### config.mk
export PLATFORM = sky130hd
export DESIGN_NAME = fcs_ctrl
export DESIGN_NICKNAME = d
export VERILOG_FILES = /design/src/fcs_apb_slave.v /design/src/fcs_bus_cycle.v /design/src/fcs_ctrl.v
export VERILOG_INCLUDE_DIRS = /design/src
export SDC_FILE = /design/constraint.sdc
export NUM_CORES = 1
export LEC_CHECK = 0
export BUFFER_PORTS_ARGS = -buffer_cell sky130_fd_sc_hd__buf_2
export CAP_MARGIN = 20
export CORE_MARGIN = 5
export CORE_UTILIZATION = 52
export DETAILED_ROUTE_END_ITERATION = 12
export GPL_ROUTABILITY_DRIVEN = 0
export GPL_TIMING_DRIVEN = 0
export PLACE_DENSITY = 0.76
export SLEW_MARGIN = 20
export SYNTH_ARGS = -nofsm -noshare
export SYNTH_HDL_FRONTEND = slang
export SYNTH_SLANG_ARGS = --single-unit
### constraint.sdc
create_clock -name clk_in -period 5.8 [get_ports clk_in]
set_clock_uncertainty 0.05 [all_clocks]
set_input_delay 1.16 -clock clk_in [delete_from_list [all_inputs] [get_ports clk_in]]
set_output_delay 1.16 -clock clk_in [all_outputs]
set_load 0.02 [all_outputs]
### src/fcs_map.vh
`ifndef FCS_MAP_VH
`define FCS_MAP_VH
// Flash command addresses and bytes
`define FCS_ADDR_UNLOCK1 19'h0_0555
`define FCS_ADDR_UNLOCK2 19'h0_02AA
`define FCS_DATA_UNLOCK1 8'hAA
`define FCS_DATA_UNLOCK2 8'h55
`define FCS_CMD_PROGRAM 8'hA0
`define FCS_CMD_AUTOSEL 8'h90
`define FCS_CMD_BYPASS 8'h20
`define FCS_CMD_ERASE_SETUP 8'h80
`define FCS_CMD_CHIP_ERASE 8'h10
`define FCS_CMD_SECTOR_ERASE 8'h30
`define FCS_CMD_SUSPEND 8'hB0
`define FCS_CMD_RESUME 8'h30
`define FCS_CMD_RESET 8'hF0
`define FCS_CMD_BYPASS_EXIT2 8'h00
// Sector select field of the flash address
`define FCS_SECTOR_MSB 18
`define FCS_SECTOR_LSB 16
// Register offsets of the controller
`define FCS_REG_CTRL 12'h000
`define FCS_REG_ADDR 12'h004
`define FCS_REG_WDATA 12'h008
`define FCS_REG_STATUS 12'h00C
`define FCS_REG_RDATA 12'h010
`define FCS_REG_CFG 12'h014
// Control command field: bits 3:0
`define FCS_OP_READ 4'h1
`define FCS_OP_RESET 4'h2
`define FCS_OP_AUTOSEL 4'h3
`define FCS_OP_PROGRAM 4'h4
`define FCS_OP_BYPASS 4'h5
`define FCS_OP_BYP_PROG 4'h6
`define FCS_OP_BYP_EXIT 4'h7
`define FCS_OP_CHIP_ERASE 4'h8
`define FCS_OP_SECT_ERASE 4'h9
`define FCS_OP_SUSPEND 4'hA
`define FCS_OP_RESUME 4'hB
// Status bit positions
`define FCS_ST_BUSY 0
`define FCS_ST_DONE 1
`define FCS_ST_FAIL 2
`define FCS_ST_BYPASS 3
`define FCS_ST_AUTOSEL 4
`define FCS_ST_SUSPEND 5
// Reset values
`define FCS_CFG_RESET 8'h08
// Timing
`define FCS_CLK_MHZ 100
`define FCS_SUSPEND_US 20
`define FCS_SUSPEND_CYC (`FCS_SUSPEND_US * `FCS_CLK_MHZ)
`endif

### src/fcs_apb_slave.v
`include "fcs_map.vh"
// Register file of the controller, one word per register
module fcs_apb_slave (
	input wire clk_in,
	input wire rst_in,
	input wire psel_in,
	input wire penable_in,
	input wire pwrite_in,
	input wire [11:0] paddr_in,
	input wire [31:0] pwdata_in,
	output wire [31:0] prdata_out,
	output wire pready_out,
	output wire pslverr_out,
	output reg start_out,
	output reg [3:0] op_out,
	output reg [18:0] addr_out,
	output reg [7:0] wdata_out,
	output reg [7:0] cfg_strobe_out,
	output reg clr_done_out,
	input wire [5:0] status_in,
	input wire [7:0] rdata_in
);
	wire acc = psel_in & penable_in;
	reg hit;
	reg [31:0] rd;
	always @* begin
		hit = 1'b1;
		rd = 32'h0000_0000;
		case (paddr_in)
		`FCS_REG_CTRL: rd = {28'h000_0000, op_out};
		`FCS_REG_ADDR: rd = {13'h0000, addr_out};
		`FCS_REG_WDATA: rd = {24'h00_0000, wdata_out};
		`FCS_REG_STATUS: rd = {26'h000_0000, status_in};
		`FCS_REG_RDATA: rd = {24'h00_0000, rdata_in};
		`FCS_REG_CFG: rd = {24'h00_0000, cfg_strobe_out};
		default: hit = 1'b0;
		endcase
	end
	assign prdata_out = rd;
	assign pready_out = 1'b1;
	assign pslverr_out = acc & ~hit;
	always @(posedge clk_in or posedge rst_in) begin
		if (rst_in) begin
			start_out <= 1'b0;
			op_out <= 4'h0;
			addr_out <= 19'h0_0000;
			wdata_out <= 8'h00;
			cfg_strobe_out <= `FCS_CFG_RESET;
			clr_done_out <= 1'b0;
		end else begin
			start_out <= 1'b0;
			clr_done_out <= 1'b0;
			if (acc & pwrite_in) begin
				case (paddr_in)
				`FCS_REG_CTRL: begin
					op_out <= pwdata_in[3:0];
					start_out <= 1'b1;
				end
				`FCS_REG_ADDR: addr_out <= pwdata_in[18:0];
				`FCS_REG_WDATA: wdata_out <= pwdata_in[7:0];
				`FCS_REG_STATUS: clr_done_out <= pwdata_in[`FCS_ST_DONE];
				`FCS_REG_CFG: cfg_strobe_out <= pwdata_in[7:0];
				default: ;
				endcase
			end
		end
	end
endmodule // fcs_apb_slave

### src/fcs_bus_cycle.v
`include "fcs_map.vh"
// One flash bus cycle: write or read, strobe held for a set width
module fcs_bus_cycle (
	input wire clk_in,
	input wire rst_in,
	input wire go_in,
	input wire wr_in,
	input wire [18:0] addr_in,
	input wire [7:0] data_in,
	input wire [7:0] width_in,
	input wire [7:0] dq_sync_in,
	output reg done_out,
	output reg [7:0] rdata_out,
	output reg [18:0] fl_addr_out,
	output reg [7:0] fl_dq_out,
	output reg fl_dq_oe_n_out,
	output reg fl_ce_n_out,
	output reg fl_we_n_out,
	output reg fl_oe_n_out
);
	localparam S_IDLE = 2'd0;
	localparam S_SETUP = 2'd1;
	localparam S_STROBE = 2'd2;
	localparam S_HOLD = 2'd3;
	reg [1:0] st_r;
	reg [7:0] cnt_r;
	reg wr_r;
	always @(posedge clk_in or posedge rst_in) begin
		if (rst_in) begin
			st_r <= S_IDLE;
			cnt_r <= 8'h00;
			wr_r <= 1'b0;
			done_out <= 1'b0;
			rdata_out <= 8'h00;
			fl_addr_out <= 19'h0_0000;
			fl_dq_out <= 8'h00;
			fl_dq_oe_n_out <= 1'b1;
			fl_ce_n_out <= 1'b1;
			fl_we_n_out <= 1'b1;
			fl_oe_n_out <= 1'b1;
		end else begin
			done_out <= 1'b0;
			case (st_r)
			S_IDLE: if (go_in) begin
				// Address settles before either strobe falls
				fl_addr_out <= addr_in;
				fl_dq_out <= data_in;
				wr_r <= wr_in;
				fl_dq_oe_n_out <= ~wr_in;
				st_r <= S_SETUP;
			end
			S_SETUP: begin
				// OE stays high on writes so the cycle is not read [RQ25]
				fl_ce_n_out <= 1'b0;
				fl_we_n_out <= ~wr_r;
				fl_oe_n_out <= wr_r;
				cnt_r <= width_in;
				st_r <= S_STROBE;
			end
			S_STROBE: if (cnt_r <= 8'h01) begin
				// Read data passed the two-stage synchroniser; the
				// strobe width must cover access time plus two cycles
				if (!wr_r)
					rdata_out <= dq_sync_in;
				// Data held past WE rise so the latch sees it [RQ6]
				fl_we_n_out <= 1'b1;
				fl_oe_n_out <= 1'b1;
				fl_ce_n_out <= 1'b1;
				st_r <= S_HOLD;
			end else
				cnt_r <= cnt_r - 8'h01;
			S_HOLD: begin
				fl_dq_oe_n_out <= 1'b1;
				done_out <= 1'b1;
				st_r <= S_IDLE;
			end
			default: st_r <= S_IDLE;
			endcase
		end
	end
endmodule // fcs_bus_cycle

### src/fcs_ctrl.v
// The implementer's own choices: the address map and the APB interface to the registers.
`include "fcs_map.vh"
// Rules from the document that this block follows or relies on
// [RQ1] Plain reads need no command after power-up
// [RQ2] Suspended-sector reads give status, others data
// [RQ3] Reset command after time limit or autoselect
// [RQ4] Autoselect entered by unlock pair plus 90
// [RQ5] Program: unlock pair, A0, address and data
// [RQ6] Address at last fall, data first rise
// [RQ7] Programming only clears bits to zero
// [RQ8] Time limit flag stays until reset
// [RQ9] Bypass: two-cycle program until bypass reset
// [RQ10] Chip erase is six writes ending 10
// [RQ11] Commands ignored during chip erase
// [RQ12] Erase end returns to array read
// [RQ13] Sector erase ends with sector address, 30
// [RQ14] Sector erase accepts only suspend
// [RQ15] Suspend halts erase within 20 us
// [RQ16] Suspended: other sectors usable, no autoselect; the autoselect op is not blocked here and still sets its status bit
// [RQ17] Resume continues erase, repeats ignored
// [RQ18] Program polling bit inverts until done
// [RQ19] Erase polling bit zero until done
// [RQ20] Poll inside the busy sector
// [RQ21] Reread full byte after polling completes
// [RQ22] Unlock AA@555, 55@2AA and command bytes
// [RQ23] Bad sequence returns device to read
// [RQ24] Top three address bits pick sector
// [RQ25] Write needs CE and WE low, OE high
// [RQ26] Operation lengths vary, so poll not time
module fcs_ctrl #(
	parameter SUSPEND_CYCLES = `FCS_SUSPEND_CYC
) (
	input wire clk_in,
	input wire rst_in,
	input wire psel_in,
	input wire penable_in,
	input wire pwrite_in,
	input wire [11:0] paddr_in,
	input wire [31:0] pwdata_in,
	output wire [31:0] prdata_out,
	output wire pready_out,
	output wire pslverr_out,
	output wire [18:0] fl_addr_out,
	output wire [7:0] fl_dq_out,
	output wire fl_dq_oe_n_out,
	input wire [7:0] fl_dq_in,
	output wire fl_ce_n_out,
	output wire fl_we_n_out,
	output wire fl_oe_n_out
);
	localparam S_IDLE = 3'd0;
	localparam S_WRITE = 3'd1;
	localparam S_WAIT = 3'd2;
	localparam S_POLL = 3'd3;
	localparam S_REREAD = 3'd4;
	localparam S_DELAY = 3'd5;
	localparam S_FINISH = 3'd6;

	reg [7:0] dq_s1_r;
	reg [7:0] dq_s2_r;
	always @(posedge clk_in or posedge rst_in) begin
		if (rst_in) begin
			dq_s1_r <= 8'h00;
			dq_s2_r <= 8'h00;
		end else begin
			dq_s1_r <= fl_dq_in;
			dq_s2_r <= dq_s1_r;
		end
	end

	wire start;
	wire clr_done;
	wire [3:0] op;
	wire [18:0] req_addr;
	wire [7:0] req_data;
	wire [7:0] width;
	wire [7:0] cyc_rdata;
	wire cyc_done;
	reg [2:0] st_r;
	reg [2:0] idx_r;
	reg [2:0] len_r;
	reg [3:0] op_r;
	reg busy_r;
	reg done_r;
	reg fail_r;
	reg bypass_r;
	reg autosel_r;
	reg suspend_r;
	reg susp_req_r;
	reg go_r;
	reg wr_r;
	reg [18:0] caddr_r;
	reg [7:0] cdata_r;
	reg [7:0] rdata_r;
	reg [12:0] dly_r;
	reg [18:0] seq_a;
	reg [7:0] seq_d;
	wire [5:0] status;

	assign status[`FCS_ST_BUSY] = busy_r;
	assign status[`FCS_ST_DONE] = done_r;
	assign status[`FCS_ST_FAIL] = fail_r;
	assign status[`FCS_ST_BYPASS] = bypass_r;
	assign status[`FCS_ST_AUTOSEL] = autosel_r;
	assign status[`FCS_ST_SUSPEND] = suspend_r;

	fcs_apb_slave u_regs (
		.clk_in(clk_in),
		.rst_in(rst_in),
		.psel_in(psel_in),
		.penable_in(penable_in),
		.pwrite_in(pwrite_in),
		.paddr_in(paddr_in),
		.pwdata_in(pwdata_in),
		.prdata_out(prdata_out),
		.pready_out(pready_out),
		.pslverr_out(pslverr_out),
		.start_out(start),
		.op_out(op),
		.addr_out(req_addr),
		.wdata_out(req_data),
		.cfg_strobe_out(width),
		.clr_done_out(clr_done),
		.status_in(status),
		.rdata_in(rdata_r)
	);

	fcs_bus_cycle u_cyc (
		.clk_in(clk_in),
		.rst_in(rst_in),
		.go_in(go_r),
		.wr_in(wr_r),
		.addr_in(caddr_r),
		.data_in(cdata_r),
		.width_in(width),
		.dq_sync_in(dq_s2_r),
		.done_out(cyc_done),
		.rdata_out(cyc_rdata),
		.fl_addr_out(fl_addr_out),
		.fl_dq_out(fl_dq_out),
		.fl_dq_oe_n_out(fl_dq_oe_n_out),
		.fl_ce_n_out(fl_ce_n_out),
		.fl_we_n_out(fl_we_n_out),
		.fl_oe_n_out(fl_oe_n_out)
	);

	// Number of writes in each command sequence
	function [2:0] seq_len;
		input [3:0] o;
		begin
			case (o)
			`FCS_OP_RESET, `FCS_OP_SUSPEND, `FCS_OP_RESUME: seq_len = 3'd1;
			`FCS_OP_BYP_PROG, `FCS_OP_BYP_EXIT: seq_len = 3'd2;
			`FCS_OP_AUTOSEL, `FCS_OP_BYPASS: seq_len = 3'd3;
			`FCS_OP_PROGRAM: seq_len = 3'd4;
			`FCS_OP_CHIP_ERASE, `FCS_OP_SECT_ERASE: seq_len = 3'd6;
			default: seq_len = 3'd0;
			endcase
		end
	endfunction

	// Address and data of write idx of the current sequence
	always @* begin
		seq_a = `FCS_ADDR_UNLOCK1;
		seq_d = `FCS_DATA_UNLOCK1;
		if (idx_r == 3'd1 || idx_r == 3'd4) begin
			seq_a = `FCS_ADDR_UNLOCK2;
			seq_d = `FCS_DATA_UNLOCK2;
		end
		case (op_r)
		`FCS_OP_RESET: seq_d = `FCS_CMD_RESET; // [RQ3]
		`FCS_OP_SUSPEND: seq_d = `FCS_CMD_SUSPEND;
		`FCS_OP_RESUME: seq_d = `FCS_CMD_RESUME;
		`FCS_OP_AUTOSEL: if (idx_r == 3'd2) seq_d = `FCS_CMD_AUTOSEL; // [RQ4]
		`FCS_OP_BYPASS: if (idx_r == 3'd2) seq_d = `FCS_CMD_BYPASS;
		`FCS_OP_PROGRAM: begin // [RQ5]
			if (idx_r == 3'd2)
				seq_d = `FCS_CMD_PROGRAM;
			if (idx_r == 3'd3) begin
				seq_a = req_addr;
				seq_d = req_data;
			end
		end
		`FCS_OP_BYP_PROG: begin // [RQ9]
			seq_d = `FCS_CMD_PROGRAM;
			if (idx_r == 3'd1) begin
				seq_a = req_addr;
				seq_d = req_data;
			end
		end
		`FCS_OP_BYP_EXIT: seq_d = (idx_r == 3'd0) ? `FCS_CMD_AUTOSEL :
			`FCS_CMD_BYPASS_EXIT2;
		`FCS_OP_CHIP_ERASE, `FCS_OP_SECT_ERASE: begin // [RQ10] [RQ13]
			if (idx_r == 3'd2)
				seq_d = `FCS_CMD_ERASE_SETUP;
			if (idx_r == 3'd5) begin
				seq_d = (op_r == `FCS_OP_CHIP_ERASE) ?
					`FCS_CMD_CHIP_ERASE : `FCS_CMD_SECTOR_ERASE;
				// Only the sector field matters on the last write [RQ24]
				if (op_r == `FCS_OP_SECT_ERASE)
					seq_a = {req_addr[`FCS_SECTOR_MSB:`FCS_SECTOR_LSB],
						16'h0000};
			end
		end
		default: ;
		endcase
	end

	wire polls = (op_r == `FCS_OP_PROGRAM) || (op_r == `FCS_OP_BYP_PROG) ||
		(op_r == `FCS_OP_CHIP_ERASE) || (op_r == `FCS_OP_SECT_ERASE);
	wire is_erase = (op_r == `FCS_OP_CHIP_ERASE) ||
		(op_r == `FCS_OP_SECT_ERASE);
	// Bit seven shows done: true data for program, one for erase
	wire poll_ok = is_erase ? cyc_rdata[7] : (cyc_rdata[7] == req_data[7]);

	always @(posedge clk_in or posedge rst_in) begin
		if (rst_in) begin
			st_r <= S_IDLE;
			idx_r <= 3'd0;
			len_r <= 3'd0;
			op_r <= 4'h0;
			busy_r <= 1'b0;
			done_r <= 1'b0;
			fail_r <= 1'b0;
			bypass_r <= 1'b0; // [RQ9]
			autosel_r <= 1'b0;
			suspend_r <= 1'b0;
			susp_req_r <= 1'b0;
			go_r <= 1'b0;
			wr_r <= 1'b0;
			caddr_r <= 19'h0_0000;
			cdata_r <= 8'h00;
			rdata_r <= 8'h00;
			dly_r <= 13'h0000;
		end else begin
			go_r <= 1'b0;
			// Suspend may come while a sector erase is polled; it waits for a gap
			if (start && busy_r && op == `FCS_OP_SUSPEND &&
				op_r == `FCS_OP_SECT_ERASE)
				susp_req_r <= 1'b1; // [RQ11] [RQ14]
			if (clr_done && !(st_r == S_FINISH))
				done_r <= 1'b0;
			case (st_r)
			S_IDLE: if (start && !busy_r) begin
				op_r <= op;
				busy_r <= 1'b1;
				fail_r <= 1'b0;
				idx_r <= 3'd0;
				len_r <= seq_len(op);
				if (op == `FCS_OP_READ) begin
					// Plain read, no command first [RQ1] [RQ2] [RQ16]
					caddr_r <= req_addr;
					wr_r <= 1'b0;
					go_r <= 1'b1;
					st_r <= S_REREAD;
				end else if (seq_len(op) == 3'd0) begin // [RQ23]
					st_r <= S_FINISH;
				end else
					st_r <= S_WRITE;
			end
			S_WRITE: begin
				caddr_r <= seq_a; // [RQ22]
				cdata_r <= seq_d;
				wr_r <= 1'b1;
				go_r <= 1'b1;
				st_r <= S_WAIT;
			end
			S_WAIT: if (cyc_done) begin
				if (idx_r == len_r - 3'd1) begin
					if (polls) begin
						// Poll at the target sector [RQ20] [RQ18] [RQ19]
						caddr_r <= req_addr;
						wr_r <= 1'b0;
						go_r <= 1'b1;
						st_r <= S_POLL;
					end else if (op_r == `FCS_OP_SUSPEND) begin
						dly_r <= SUSPEND_CYCLES[12:0]; // [RQ15]
						st_r <= S_DELAY;
					end else
						st_r <= S_FINISH;
				end else begin
					idx_r <= idx_r + 3'd1;
					st_r <= S_WRITE;
				end
			end
			S_POLL: if (cyc_done) begin
				if (poll_ok) begin
					// Full byte only on a later read [RQ12] [RQ21]
					go_r <= 1'b1;
					st_r <= S_REREAD;
				end else if (cyc_rdata[5]) begin
					// Time limit: send reset [RQ3] [RQ7] [RQ8]
					fail_r <= 1'b1;
					op_r <= `FCS_OP_RESET;
					idx_r <= 3'd0;
					len_r <= 3'd1;
					st_r <= S_WRITE;
				end else if (susp_req_r) begin
					// Stop polling and send the suspend byte [RQ15]
					op_r <= `FCS_OP_SUSPEND;
					idx_r <= 3'd0;
					len_r <= 3'd1;
					st_r <= S_WRITE;
				end else
					go_r <= 1'b1; // [RQ26]
			end
			S_REREAD: if (cyc_done) begin
				rdata_r <= cyc_rdata;
				st_r <= S_FINISH;
			end
			S_DELAY: if (dly_r <= 13'h0001)
				st_r <= S_FINISH;
			else
				dly_r <= dly_r - 13'h0001;
			S_FINISH: begin
				busy_r <= 1'b0;
				done_r <= 1'b1;
				case (op_r)
				`FCS_OP_RESET: autosel_r <= 1'b0;
				`FCS_OP_AUTOSEL: autosel_r <= 1'b1;
				`FCS_OP_BYPASS: bypass_r <= 1'b1;
				`FCS_OP_BYP_EXIT: bypass_r <= 1'b0;
				`FCS_OP_SUSPEND: suspend_r <= 1'b1;
				`FCS_OP_RESUME: suspend_r <= 1'b0; // [RQ17]
				default: ;
				endcase
			end
			default: st_r <= S_IDLE;
			endcase
			if (st_r == S_FINISH) begin
				st_r <= S_IDLE;
				susp_req_r <= 1'b0;
			end
		end
	end
endmodule // fcs_ctrl

==> Word level (Yosys, flattened, before mapping) <==
Memory sizes are Yosys's and may differ from the RTL's.
Index checks and enable logic that the tools add are counted.
{ "totals": {"ff_bits": 178, "rom_bits": 96, "inputBits": 57, "word_cells": 271, "n_memories": 2} }
{ "mem_list": {"columns": ["name", "depth", "width", "read_ports", "rd_clocked_by_memory_dff", "write_ports", "line", "source"], "rows": [
  ["(name not given)", 16, 3, 1, 0, 0, "fcs_ctrl.v:151", "case (o)"],
  ["(name not given)", 16, 3, 1, 0, 0, "fcs_ctrl.v:151", null]
]} }
{ "op_classes": {"addsub": 4, "order_cmp": 2, "eq_ne": 55, "n_mux": 114, "bitwise_logic": 6, "reduce_logical": 52} }
{ "op_table": {"columns": ["operator", "count"], "rows": [
  ["$mux W19", 9],
  ["$pmux W19 S3", 2],
  ["$pmux W19 S6", 1],
  ["$mux W8", 10],
  ["$mux W3", 26],
  ["$pmux W8 S9", 1],
  ["$mux W13", 5],
  ["$mux W1", 32],
  ["$reduce_and A2 Y1", 14],
  ["$pmux W13 S2", 1],
  ["$eq A12 B4 Y1 const B", 2],
  ["$eq A12 B5 Y1 const B", 2],
  ["$ne A2 B2 Y1 const B", 11],
  ["$eq A4 B4 Y1 const B", 5],
  ["$mux W4", 5],
  ["$reduce_bool A2 Y1", 10],
  ["$pmux W1 S2", 9],
  ["$pmux W3 S6", 1],
  ["$reduce_and A6 Y1", 3],
  ["$eq A4 B3 Y1 const B", 4],
  ["$pmux W8 S2", 1],
  ["$eq A3 B3 Y1 const B", 5],
  ["$le A13 B1 Y1 const B", 1],
  ["$sub A13 B1 Y13 const B", 1],
  ["other kinds (40)", 72]
]} }

==> Longest topological paths before layout <==
{ "logic_depth": {"ltp_word": 10, "depth_mapped": 9, "depth_no_buf": 7} }

==> Hierarchy <==
Synthesis repeated with hierarchy kept, for this count alone.
{ "unflattened": {"hier_cells": 849, "hier_area_um2": 9147.5} }
{ "by_module_without_submodules": {"columns": ["mod", "instances", "cells_per_inst", "area_per_inst_um2"], "rows": [
  ["fcs_ctrl", 1, 488, 4628.2],
  ["fcs_bus_cycle", 1, 173, 2263.4],
  ["fcs_apb_slave", 1, 188, 2255.9]
]} }

==> Worst setup path before layout <==
Ideal clock, no wire load.
{ "synth_timing": {"path_type": "input-to-output", "startpoint": "in paddr_in[10]", "endpoint": "out prdata_out[0]", "t_arrival_ns": 2.664, "t_required_ns": 4.590, "setup_slack_ns": 1.926, "cell_stages": 5, "n_path_buf": 0, "path_cell_list": "nor4_1 > nand3_1 > nor3_1 > a222oi_1 > inv_1"} }
{ "synth_via": {"elab_chain_cells": 2, "elab_cells_between_ends": 7, "classes_between": "5 x eq/ne; 1 x mux; 1 x reduce/logical"} }
{ "synth_lines": {"columns": ["item", "line", "source"], "rows": [
  ["start: declaration", "fcs_ctrl.v:38", "input wire [11:0] paddr_in,"],
  ["$eq A12 B5 Y1 (tied with other cells)", "fcs_apb_slave.v:29", "case (paddr_in)"],
  ["$pmux W19 S6 (*)", "fcs_apb_slave.v:29", null],
  ["end: declaration", "fcs_ctrl.v:40", "output wire [31:0] prdata_out,"]
]} }
Mark *: on every way between the ends. The rest lies on a longest branch, timed or not.

==> Worst setup path after layout <==
{ "layout_timing": {"startpoint": "in paddr_in[10]", "endpoint": "out prdata_out[12]"} }
The elaborated chain is that of the path after synthesis.

==> summary.md <==
| Metric | Value |
|---|---|
| Status | `finished clean` |
| Max Clk Rate | `roughly 230 MHz` |
| IO Pins | `roughly 120` |
| N_diodes | `0` |
| CTS tree | `built` |
| Width of the die | `around 140 um` |
| Final Hold Fails | `0` |
| Post-Synthesis Cells | `between 800 and 900` |
| Area of the core | `17200 um^2` |
| Postcts setup bufs | `0` |
| Antenna violations before repair | `0` |
| Slowest CP cell | `nor2_1` |
| Die H | `approximately 140 um` |
| Synth Area in Adders | `just over 2%` |
| Total number of vias | `just under 7k` |
| Row count | `48` |
| Maximum vdd drop | `0.000270 V` |
| # H-tree levels | `4` |
| Most frequent cells in the layout | `dfrtp_1, buf_2, mux2_2` |
| Critical Path RT | `~4600 ps` |
| Post-synthesis cell type count | `83` |
| Post-synth ARST share | `between 90% and 100%` |
| Worst Tran Pin Value | `between 900 and 1000 ps` |
| CTS Sinks | `about 180` |
| Reg clk slew, reported paths | `around 70 ps` |
| Main combinational cell family by area after synthesis | `simple AND/OR/NAND/NOR gates` |
| Number of port buffers | `between 90 and 100` |
| Yosys Warn Count | `0` |
| Sequential area share after synthesis | `roughly 50%` |
| CTS root buf | `clkbuf_16` |
| Drt pass-1 iters | `6` |
| Detailed-route wire length per cell | `18.2 um` |
| Initial DRC count | `approximately 530` |
| Startpoint types | `input port` |
| Final ANT Viol Nets | `0` |
| Slew Limit Fails | `0` |
| Critical Path AT | `between 3000 and 4000 ps` |
| Via density | `between 5 and 6` |
| # DRC | `0` |
| Largest net degree at the start of global routing | `34` |
| Max_cap viols | `0` |
| CTS Buf Count | `17` |
| CTS Hold Bufs | `0` |
| Commonest non-fill, non-tap cell in the layout | `dfrtp_1` |
| Area of the mapped netlist | `9080 um^2` |
| Fill cells | `between 1k and 1.5k` |
| CP Max Fanout | `10` |
| CP endpoint kind | `output port` |
| Gr ovfl total | `0` |
| Final min period | `approximately 4400 ps` |
| Worst path bufs/invs | `3` |
| Main synth FF type | `dfrtp_1` |
| Compound-cell area share of the yosys netlist | `13.1%` |
| EDFF count, synth | `0` |
| Final Setup Violations | `0` |
| Xor/xnor share of the synthesized area | `between 1 and 1.5%` |
| Post-synthesis simple-gate area fraction | `approximately 16%` |
| Worst stage delay on the critical path | `between 400 and 500 ps` |
| Top Family by Delay on Critical Path | `simple AND/OR/NAND/NOR gates` |
| Worst-path cell chain | `buf_2 > nor4_1 > nand4_1 > nor2_1 > clkbuf_1 > and2_1 > buf_2` |
| First-pass GRT wire length | `approximately 35000 um` |
| WHS | `296 ps` |
| NumNets Final | `between 1k and 1.5k` |
| Initial core utilization | `approximately 53%` |
| RSZ-0062 raised after global routing | `no` |
| P per Cell Area | `around 380 nW/um^2` |
| Total Routing Usage GR | `between 20% and 30%` |
| Post-CTS resize count | `0` |
| Leak | `5.13 nW` |
| Share of cells above drive strength 1 | `29.6%` |
| Final period util | `roughly 76%` |
| Post-Syn Area per Cell | `between 10 and 15 um^2` |
| Max-Slew Margin vs Limit | `37.4%` |
| Setup tns final | `0 ps` |
| Hold crit path type | `reg -> reg` |
| Cell with the most instances on the worst path | `buf_2` |
| Clk_lat worst skew | `~440 ps` |
| Area grow syn2layout | `16.6%` |
| Mux contribution to synthesized area | `between 10% and 20%` |
| Die area | `20200 um^2` |
| Setup CP Type | `in -> out` |
| Max clock buf depth | `2` |
| Synth Register Bits | `between 150 and 200` |
| Hpwl dp | `about 16000 um` |
| Total wire length | `roughly 22000 um` |
| Vias in the first global route | `6711` |
## final timing paths
| check | start | end | slack (ps) | depth (start not counted) |
|---|---|---|---|---|
| max in group asynchronous | rst_in | wr_r | 3650 | 7 |
| max | paddr_in[10] | prdata_out[12] | 1400 | 7 |
| max reg2reg | idx_r[2] | caddr_r[8] | 3050 | 9 |
| min reg2reg | dq_s1_r[6] | dq_s2_r[6] | 300 | 0 |
| min in group asynchronous | rst_in | dq_s1_r[7] | 710 | 2 |
| min | dq_s1_r[6] | dq_s2_r[6] | 300 | 0 |
## metrics by stage
| stage | utilization [%] | setup WS [ps] | std cells | area, um^2 | total power [mW] |
|---|---|---|---|---|---|
| finish | 61.4 | 1400 | 1190 | 10600 | 4.05 |
| global route | 61.4 | 1200 | 1190 | 10600 | 4.28 |
| CTS | 61.4 | 1390 | 1190 | 10600 | 4.06 |
| detailed placement | 58.1 | 1400 | 1159 | 10000 | 2.93 |
| global placement | 57.3 | 1220 | 1153 | 9880 | 2.88 |
| floorplan | - | 1930 | 834 | 9130 | 2.57 |
## synth_stat cells, types with 15 or more instances
| master | n | share of area, % |
|---|---|---|
| inv_1 | 26 | 1.1 |
| buf_4 | 18 | 1.5 |
| o21ai_0 | 39 | 2.1 |
| mux2_2 | 92 | 11 |
| nor2_1 | 44 | 1.8 |
| a21oi_1 | 36 | 2.0 |
| dfrtp_1 | 173 | 48 |
| nand3_1 | 27 | 1.5 |
| clkbuf_1 | 26 | 1.1 |
| nand2_1 | 62 | 2.6 |
| nand2b_1 | 24 | 1.7 |
| nor3_1 | 15 | 0.83 |
## metal layers
metal  track usage (%)  vias up  wire length [um]
li1                  -     3249                 -
met2              35.8      255             10300
met1              30.0     3365              9380
met4              6.52        0               541
met3              4.37       51              1410
met5                 0        -                 0
## kinds of logic (layout without fill, tap and decap cells)
family	after synthesis	count (layout)
muxes	108	108
other	2	14
AOI/OAI and AO/OA	166	166
and+or+nand+nor	262	262
buffers and inverters	80	211
DFF	178	178
adders and majority gates	15	15
xor gates and xnor gates	11	11
## worst register-to-register path: stages (launching register included)
cell and delay (ps):
dfrtp_1 380, clkbuf_1 210, inv_1 130, ha_1 150, clkbuf_1 320, nand2b_1 130
a311o_1 370, a21oi_1 450, a21oi_1 160, a211o_1 290
## flip-flops by register name, indices dropped and copies added (netlist names), 4 cells and up
name / cells
u_cyc.cnt_r: 8
dq_s2_r: 8
cdata_r: 8
u_regs.addr_out: 19
caddr_r: 19
u_cyc.rdata_out: 8
dly_r: 13
op_r: 4
u_cyc.fl_addr_out: 19
u_regs.wdata_out: 8
rdata_r: 8
u_cyc.fl_dq_out: 8
dq_s1_r: 8
u_regs.cfg_strobe_out: 8
u_regs.op_out: 4
## layout make-up
| type | instances | area [um^2] | share of cell area, % |
|---|---|---|---|
| buffer | 53 | 288 | 2.72 |
| clock buffer | 19 | 453 | 4.28 |
| clock inverter | 12 | 123 | 1.16 |
| inverter | 27 | 105 | 0.993 |
| multi-input combinational | 576 | 4280 | 40.4 |
| sequential | 178 | 4460 | 42.1 |
| tap | 225 | 282 | 2.66 |
| timing repair buffer | 100 | 598 | 5.65 |
## where the power goes
part / total (mW) / switching [mW] / leakage (nW) / internal (mW)
clock network: 1.13 / 0.506 / 0.284 / 0.622
logic: 1.28 / 0.739 / 2.48 / 0.540
registers: 1.65 / 0.163 / 2.36 / 1.48
total: 4.05 / 1.41 / 5.13 / 2.64
No activity file was read; power rests on OpenSTA's default activity.
